`config.mk`:
```
export PLATFORM = sky130hd
export DESIGN_NAME = msru_unit
export DESIGN_NICKNAME = d
export VERILOG_FILES = /design/src/core/msru_pkg.sv /design/src/core/msru_unit.sv
export SDC_FILE = /design/constraint.sdc
export NUM_CORES = 1
export LEC_CHECK = 0
export BUFFER_PORTS_ARGS = -buffer_cell sky130_fd_sc_hd__buf_2
export CAP_MARGIN = 20
export CORE_MARGIN = 2
export CORE_UTILIZATION = 55
export CTS_BUF_LIST = sky130_fd_sc_hd__clkbuf_4
export CTS_CLUSTER_SIZE = 10
export DETAILED_ROUTE_END_ITERATION = 7
export GPL_ROUTABILITY_DRIVEN = 1
export GPL_TIMING_DRIVEN = 0
export PLACE_DENSITY = 0.88
export SLEW_MARGIN = 20
export SYNTH_ARGS = -nofsm -noshare
export SYNTH_HDL_FRONTEND = slang
export SYNTH_SLANG_ARGS = --single-unit
```
`constraint.sdc`:
```
create_clock -name i_sys_clk -period 9.6 [get_ports i_sys_clk]
set_input_delay 0.48 -clock i_sys_clk [delete_from_list [all_inputs] [get_ports i_sys_clk]]
set_output_delay 0.48 -clock i_sys_clk [all_outputs]
set_load 0.02 [all_outputs]
```
`src/core/msru_pkg.sv`:
```
// Summary of operation
// - I/O barrier holds later accesses until earlier complete
// - Fetch barrier halts fetch until pipeline drains
// - Fetch barrier makes no bus activity
// - Address is base plus index, base zero-able
// - Load-reserve writes loaded word to destination
// - Load-reserve sets reservation, replacing old address
// - Misaligned load-reserve raises alignment exception
// - Reserved store-conditional clears reservation at issue, then writes
// - Unreserved store-conditional completes without memory write
// - Performed store-conditional sets success flag
// - Success decided by reservation at start
// - Misaligned store-conditional raises alignment exception
// - Full sync holds later instructions until completion
// - Full sync waits for globally performed accesses
// - Reservation cleared by listed events
// - Reservation covers 32-byte granule, any write breaks
// - Store-conditional ignores address mismatch with reservation
// - Failed store-conditional clears success flag
package msru_pkg;

   localparam int unsigned MSRU_ADDR_W         = 32;
   localparam int unsigned MSRU_DATA_W         = 32;
   localparam int unsigned MSRU_REG_W          = 5;
   localparam int unsigned MSRU_GRANULE_BYTES  = 32;
   localparam int unsigned MSRU_GRAN_LSB       = $clog2(MSRU_GRANULE_BYTES);
   localparam int unsigned MSRU_ALIGN_BITS     = 2;
   localparam logic        MSRU_RES_RESET      = 1'b0;

   typedef enum logic [2:0] {
      MSRU_OP_NONE   = 3'h0,
      MSRU_OP_IOORD  = 3'h1,
      MSRU_OP_FETCH  = 3'h2,
      MSRU_OP_SYNC   = 3'h3,
      MSRU_OP_LDRES  = 3'h4,
      MSRU_OP_STCOND = 3'h5
   } msru_op_type;

   typedef struct packed {
      msru_op_type             op;
      logic                    base_is_zero;
      logic [MSRU_ADDR_W-1:0]  base_src_reg;
      logic [MSRU_ADDR_W-1:0]  offset_reg;
      logic [MSRU_DATA_W-1:0]  store_source_reg;
      logic [MSRU_REG_W-1:0]   dest;
   } msru_issue_type;

   typedef struct packed {
      logic                    write;
      logic                    reserve;
      logic                    cond;
      logic [MSRU_ADDR_W-1:0]  computed_addr;
      logic [MSRU_DATA_W-1:0]  wdata;
   } msru_bus_req_type;

endpackage : msru_pkg

```
`src/core/msru_unit.sv`:
```
`timescale 1ns/1ps
`default_nettype none
module msru_unit
   import msru_pkg::*;
(
   // Clock and reset
   input  wire logic              i_sys_clk,
   input  wire logic              i_rst,
   // Instruction issue
   input  wire logic              i_issue_valid,
   input  wire msru_issue_type    i_issue,
   output logic                   o_issue_ready,
   // Pipeline status
   input  wire logic              i_pipe_empty,
   input  wire logic              i_mem_idle,
   input  wire logic              i_mem_global_done,
   // Pipeline control
   output logic                   o_fetch_hold,
   output logic                   o_issue_hold,
   output logic                   o_mem_hold,
   // Exceptions that kill the reservation
   input  wire logic              i_sys_call,
   input  wire logic              i_exc_sync,
   input  wire logic              i_exc_async,
   // Load/store bus
   output logic                   o_ls_valid,
   output msru_bus_req_type       o_ls_req,
   input  wire logic              i_ls_ack,
   input  wire logic [MSRU_DATA_W-1:0] i_ls_rdata,
   input  wire logic              i_ls_cond_fail,
   // Writes by other agents
   input  wire logic              i_snoop_valid,
   input  wire logic [MSRU_ADDR_W-1:0] i_snoop_addr,
   // Results
   output logic                   o_done,
   output logic                   o_align_exc,
   output logic                   o_wb_valid,
   output logic [MSRU_REG_W-1:0]  o_wb_reg,
   output logic [MSRU_DATA_W-1:0] o_wb_data,
   output logic                   o_cond_field_zero_valid,
   output logic                   o_store_success_flag,
   // Reservation state
   output logic                   o_res_valid
);

   localparam int unsigned GRAN_W = MSRU_ADDR_W - MSRU_GRAN_LSB;

   typedef enum logic [1:0] {
      ST_IDLE,
      ST_DRAIN,
      ST_BUS
   } msru_state_type;

   function automatic logic [GRAN_W-1:0] granule_of(input logic [MSRU_ADDR_W-1:0] a);
      granule_of = a[MSRU_ADDR_W-1:MSRU_GRAN_LSB];
   endfunction : granule_of

   // Control group
   msru_state_type          state;
   msru_state_type          next_state;
   msru_op_type             op;
   msru_op_type             next_op;
   logic [MSRU_REG_W-1:0]   dest;
   logic [MSRU_REG_W-1:0]   next_dest;
   logic                    next_issue_ready;
   logic                    next_fetch_hold;
   logic                    next_issue_hold;
   logic                    next_mem_hold;
   logic                    next_ls_valid;
   msru_bus_req_type        next_ls_req;
   logic                    next_done;
   logic                    next_align_exc;
   logic                    next_wb_valid;
   logic [MSRU_REG_W-1:0]   next_wb_reg;
   logic [MSRU_DATA_W-1:0]  next_wb_data;
   logic                    next_cfz_valid;
   logic                    next_success;
   // Reservation group
   logic                    res_valid;
   logic                    next_res_valid;
   logic [GRAN_W-1:0]       res_gran;
   logic [GRAN_W-1:0]       next_res_gran;

   logic [MSRU_ADDR_W-1:0]  computed_addr;
   logic                    take;
   logic                    misaligned;
   logic                    is_atomic;
   logic                    drain_done;
   logic                    res_set;
   logic                    res_clear;

   assign take          = i_issue_valid && o_issue_ready;
   assign computed_addr = (i_issue.base_is_zero ? '0 : i_issue.base_src_reg)
                          + i_issue.offset_reg;
   assign misaligned    = |computed_addr[MSRU_ALIGN_BITS-1:0];
   assign is_atomic     = (i_issue.op == MSRU_OP_LDRES) || (i_issue.op == MSRU_OP_STCOND);

   always_comb begin
      unique case (op)
         MSRU_OP_IOORD: drain_done = i_mem_idle;
         MSRU_OP_FETCH: drain_done = i_pipe_empty;
         default:       drain_done = i_pipe_empty && i_mem_global_done;
      endcase
   end

   always_comb begin
      next_state      = state;
      next_op         = op;
      next_dest       = dest;
      next_fetch_hold = o_fetch_hold;
      next_issue_hold = o_issue_hold;
      next_mem_hold   = o_mem_hold;
      next_ls_valid   = o_ls_valid;
      next_ls_req     = o_ls_req;
      next_done       = 1'b0;
      next_align_exc  = 1'b0;
      next_wb_valid   = 1'b0;
      next_wb_reg     = o_wb_reg;
      next_wb_data    = o_wb_data;
      next_cfz_valid  = 1'b0;
      next_success    = o_store_success_flag;
      unique case (state)
         ST_IDLE: begin
            if (take) begin
               next_op   = i_issue.op;
               next_dest = i_issue.dest;
               unique case (i_issue.op)
                  MSRU_OP_IOORD: begin
                     next_state    = ST_DRAIN;
                     next_mem_hold = 1'b1;
                  end
                  MSRU_OP_FETCH: begin
                     // Purely local: no bus request is made
                     next_state      = ST_DRAIN;
                     next_fetch_hold = 1'b1;
                  end
                  MSRU_OP_SYNC: begin
                     next_state      = ST_DRAIN;
                     next_issue_hold = 1'b1;
                     next_mem_hold   = 1'b1;
                  end
                  MSRU_OP_LDRES, MSRU_OP_STCOND: begin
                     if (misaligned) begin
                        next_align_exc = 1'b1;
                     end else if (i_issue.op == MSRU_OP_LDRES || res_valid) begin
                        // Reservation sampled here, at the start of execution
                        next_state                = ST_BUS;
                        next_ls_valid             = 1'b1;
                        next_ls_req.write         = (i_issue.op == MSRU_OP_STCOND);
                        next_ls_req.reserve       = (i_issue.op == MSRU_OP_LDRES);
                        next_ls_req.cond          = (i_issue.op == MSRU_OP_STCOND);
                        next_ls_req.computed_addr = computed_addr;
                        next_ls_req.wdata         = i_issue.store_source_reg;
                     end else begin
                        next_done      = 1'b1;
                        next_cfz_valid = 1'b1;
                        next_success   = 1'b0;
                     end
                  end
                  default: begin
                     next_op = MSRU_OP_NONE;
                  end
               endcase
            end
         end
         ST_DRAIN: begin
            if (drain_done) begin
               next_state      = ST_IDLE;
               next_fetch_hold = 1'b0;
               next_issue_hold = 1'b0;
               next_mem_hold   = 1'b0;
               next_done       = 1'b1;
            end
         end
         ST_BUS: begin
            if (i_ls_ack) begin
               next_state    = ST_IDLE;
               next_ls_valid = 1'b0;
               next_done     = 1'b1;
               if (op == MSRU_OP_LDRES) begin
                  next_wb_valid = 1'b1;
                  next_wb_reg   = dest;
                  next_wb_data  = i_ls_rdata;
               end else begin
                  // Bus interface may still refuse if the granule was lost
                  next_cfz_valid = 1'b1;
                  next_success   = !i_ls_cond_fail;
               end
            end
         end
         default: begin
            next_state = ST_IDLE;
         end
      endcase
      next_issue_ready = (next_state == ST_IDLE);
   end

   always_ff @(posedge i_sys_clk or posedge i_rst) begin
      if (i_rst) begin
         state                   <= ST_IDLE;
         op                      <= MSRU_OP_NONE;
         dest                    <= '0;
         o_issue_ready           <= 1'b1;
         o_fetch_hold            <= 1'b0;
         o_issue_hold            <= 1'b0;
         o_mem_hold              <= 1'b0;
         o_ls_valid              <= 1'b0;
         o_ls_req                <= '0;
         o_done                  <= 1'b0;
         o_align_exc             <= 1'b0;
         o_wb_valid              <= 1'b0;
         o_wb_reg                <= '0;
         o_wb_data               <= '0;
         o_cond_field_zero_valid <= 1'b0;
         o_store_success_flag    <= 1'b0;
      end else begin
         state                   <= next_state;
         op                      <= next_op;
         dest                    <= next_dest;
         o_issue_ready           <= next_issue_ready;
         o_fetch_hold            <= next_fetch_hold;
         o_issue_hold            <= next_issue_hold;
         o_mem_hold              <= next_mem_hold;
         o_ls_valid              <= next_ls_valid;
         o_ls_req                <= next_ls_req;
         o_done                  <= next_done;
         o_align_exc             <= next_align_exc;
         o_wb_valid              <= next_wb_valid;
         o_wb_reg                <= next_wb_reg;
         o_wb_data               <= next_wb_data;
         o_cond_field_zero_valid <= next_cfz_valid;
         o_store_success_flag    <= next_success;
      end
   end

   // Reservation: set wins over a clear in the same cycle
   assign res_set   = (state == ST_BUS) && i_ls_ack && (op == MSRU_OP_LDRES);
   assign res_clear = (take && i_issue.op == MSRU_OP_STCOND)
                      || (take && is_atomic && misaligned)
                      || i_sys_call || i_exc_sync || i_exc_async
                      || (i_snoop_valid && res_valid
                          && granule_of(i_snoop_addr) == res_gran);

   always_comb begin
      next_res_valid = res_valid;
      next_res_gran  = res_gran;
      if (res_clear) begin
         next_res_valid = 1'b0;
      end
      if (res_set) begin
         next_res_valid = 1'b1;
         next_res_gran  = granule_of(o_ls_req.computed_addr);
      end
   end

   always_ff @(posedge i_sys_clk or posedge i_rst) begin
      if (i_rst) begin
         res_valid   <= MSRU_RES_RESET;
         res_gran    <= '0;
         o_res_valid <= MSRU_RES_RESET;
      end else begin
         res_valid   <= next_res_valid;
         res_gran    <= next_res_gran;
         o_res_valid <= next_res_valid;
      end
   end

endmodule : msru_unit
`default_nettype wire

```
==> flow_summary.ini <==
[timing]
timing.fmax_ghz = 0.297
min_period_ns = 3.36
final.period_utilization_pct = 35.0
clock_skew_ns = 0.0100
worstMarginPinSlew_ns = 0.789
rsz0062_at_grt = no
final_max_slew_viol_count = 0
slew_headroom_pct = 47.1
fin_setup_tns_ns = 0
setup_violations = 0
hold_viol = 0

[status]
status = finished clean

[drt]
drt-total-wl_um = 21600
first_pass_iters = 5
vias = 6906
drc_errors = 0
ant_nets = 0
post_drt_wl_per_cell_um = 16.6
avgViaCountPerCell = 5.30
drtIter0Drc = 359

[min_path]
min_path_type = primary input to flip-flop
worstHoldEndpoint = o_store_success_flag
hold_depth = 2
hold_start = i_ls_cond_fail

[placement]
routabilityCongestion = 0.906
dp_hpwl_um = 17400
port_buffers = 289

[setup_path]
crit_chain = buf_2 -> clkbuf_1 -> nor2b_1 -> ha_1 -> fa_1 -> a211oi_1 -> o21ai_0 -> a21oi_1 -> a21oi_1 -> a32oi_1 -> a21oi_1 -> mux2i_1 -> o311ai_2
r2r-start = o_issue_ready
cp_common_cell = a21oi_1
cp_data_required_time_ns = 10.02
crit_type = primary input to flip-flop
slowest_stage = a32oi_1
r2r_setup_slack_ns = 7.22
reg2reg_to = o_ls_req[10]
slowest_delay_ns = 0.44
cp_data_arrival_time_ns = 3.78
reg2reg_depth = 6
end_kind = flip-flop
crit_fanout = 10
start_kind = primary input

[die]
io_pins = 296
rows = 43
core_mm2 = 0.0140
dieArea_mm2 = 0.0154
die_w_um = 124
start_util_pct = 56.6
fp.dieH_um = 124

[power]
clock_power_share_pct = 26.7
switching_share_pct = 31.8
p_seq_share_pct = 48.0
intPower_mw = 1.06
ir_drop_uv = 66.9
pwr-share-comb_pct = 25.3
powerDensity_mw_per_mm2 = 156
leakage_nw = 5.49
power.net_switching_mw = 0.492

[clock_network]
insertion_delay_ns = 0.54
cts_htree_levels = 4
cts_tree = done
cts-root-buf = clkbuf_4
cts_setup_buffers = 0
cts.path.max_buffers = 2
clock_sinks = 151
cts_buffers = 17
clk_pin_slew_ns = 0.11

[grt]
grt_pass1_wl_um = 32600
grt_usage_pct = 28.0
grt-busiest-layer = met2
use_met2_pct = 49.1
grt_pass1_vias = 6534
grtUsageMet3_pct = 7.23
antenna_found_initial = 6
grt_max_degree = 78
use_met1_pct = 30.8
grt-ovfl-total = 0

[final_layout]
largest_registers = o_ls_req x66, o_wb_data x32, res_gran x27
area_growth_pct = 25.6
fillers = 1067
largest_reg_flops = 66
final_util_pct = 71.0
final_net_count = 1322
drive_above_1_share_pct = 36.8
top_register = o_ls_req

[synthesis]
synth-seq-cells = 151
syn_area_mm2 = 0.00791
synth_seq_area_share_pct = 47.8
synth_warnings = 0
synthDistinctLibCells = 59
synth_edf_count = 0
syn_avg_cell_area_um2 = 9.90
syn-num-nets = 1012
ys.flop_type = dfrtp_1
ys_async_sr_fraction_pct = 100
syn_inst = 799

[flow_run]
maxCapViolations = 0
==> Yosys cell counts (all sizes together), types with 3 or more instances <==
cell type,instances,area share (%)
clkbuf,24,1.1
buf,17,1.5
nand3,9,0.57
a31oi,10,0.79
xnor2,40,4.4
a21oi,45,2.9
o21ai,51,3.2
nor4,3,0.24
a211oi,4,0.38
ha,31,4.9
nor2b,34,2.7
nor2,28,1.4
o21bai,5,0.47
mux2,65,9.3
o31ai,3,0.35
nand2,168,8.0
dfrtp,150,47
and2,3,0.24
nor3,11,0.76
nand2b,3,0.24
nand4,13,1.0
xor2,15,1.7
inv,14,0.66
a21o,19,1.8
==> area by class of cell <==
class / count / area, µm² / share of cell area, %
flip-flops and latches: 151 / 3780 / 38.0
diodes: 6 / 15.0 / 0.151
clock buffers: 18 / 135 / 1.36
plain buffers: 41 / 209 / 2.10
clock inverters: 10 / 156 / 1.57
multi-input cells: 593 / 3870 / 39.0
well taps: 180 / 225 / 2.27
repair buffers: 291 / 1480 / 14.9
inverters: 14 / 60.1 / 0.604
==> power by group through the flow <==
stage | combinational [mW] | sequential [mW] | clock [mW]
after global placement | 0.377 | 0.752 | 0
after CTS | 0.393 | 0.742 | 0.421
final | 0.392 | 0.743 | 0.413
after floorplan | 0.196 | 0.803 | 0
after detailed placement | 0.390 | 0.755 | 0
after global routing | 0.434 | 0.751 | 0.456
==> worst max-delay path by stage <==
| stage | start | endpoint | slack (ns) | depth (start not counted) |
|---|---|---|---|---|
| finish | i_issue[101] | o_ls_req[60] | 6.24 | 13 |
| global route | i_issue[101] | o_ls_req[60] | 5.84 | 13 |
| CTS | i_issue[101] | o_ls_req[60] | 6.33 | 13 |
| detailed placement | i_issue[101] | o_ls_req[60] | 5.75 | 13 |
| global placement | i_rst | o_ls_req[36] | 3.53 | 2 |
| floorplan | i_rst | dest[0] | 5.06 | 1 |
==> metrics by stage <==
step                worst slack, ns  instance area (µm²)  hold slack, ns  std cells  total power, mW
finish                         6.24                 9940           0.116       1304             1.55
global route                   5.84                 9940          0.0672       1304             1.64
CTS                            6.33                 9920          0.0672       1298             1.56
detailed placement             5.75                 9620           0.461       1269             1.15
global placement               3.53                 9580           0.453       1268             1.13
floorplan                      5.06                 7910           0.440        799            0.999
==> critical path: cells and delay by family <==
kind                       cells  cell delay [ns]
AOI/OAI and AO/OA              7             1.78
buffers and inverters          2             0.53
and+or+nand+nor                1             0.10
muxes                          1             0.21
adders and majority gates      2             0.67
==> cells in the final DEF, fill, tap and decap left out, drive strengths merged, types with 2 or more instances in the layout <==
| cell | netlist | final |
|---|---|---|
| a211oi | 4 | 4 |
| nand2 | 168 | 168 |
| nor3 | 11 | 11 |
| o21bai | 5 | 5 |
| diode | 0 | 6 |
| clkbuf | 24 | 42 |
| a21o | 19 | 19 |
| clkinv | 0 | 5 |
| o22ai | 2 | 2 |
| nand2b | 3 | 3 |
| nand4 | 13 | 13 |
| a31oi | 10 | 10 |
| nor4 | 3 | 3 |
| mux2i | 2 | 2 |
| and2 | 3 | 3 |
| dfrtp | 150 | 150 |
| nor2b | 34 | 34 |
| nand3 | 9 | 9 |
| ha | 31 | 31 |
| xnor2 | 40 | 40 |
| mux2 | 65 | 65 |
| buf | 17 | 307 |
| xor2 | 15 | 15 |
| o31ai | 3 | 3 |
| nor2 | 28 | 28 |
| a21oi | 45 | 45 |
| inv | 14 | 15 |
| or4 | 2 | 2 |
| a21boi | 2 | 2 |
| or3 | 2 | 2 |
| o211ai | 2 | 2 |
| o21ai | 51 | 51 |
| nand3b | 2 | 2 |
| and3 | 2 | 2 |
| bufinv | 0 | 4 |
==> cells by family after synthesis <==
kind of cell	synth area share, %
simple gates	16.3
compound gates	11.9
flops	47.8
mux	9.50
xor+xnor	6.09
buf+inv	3.30
fa+ha+maj	5.15
==> layer usage <==
metal  share of wire, %  vias to the layer above
met5                  0                        -
met4                4.4                        0
met3                7.4                       57
met2                 51                      270
met1                 38                     3196
li1                   -                     3383
==> repair_timing <==
action,4_1_cts,5_1_grt
endpoints found under the hold margin,76,0
hold buffers,1,0
gates resized for setup,0,0
No activity file was read; power rests on OpenSTA's default activity.
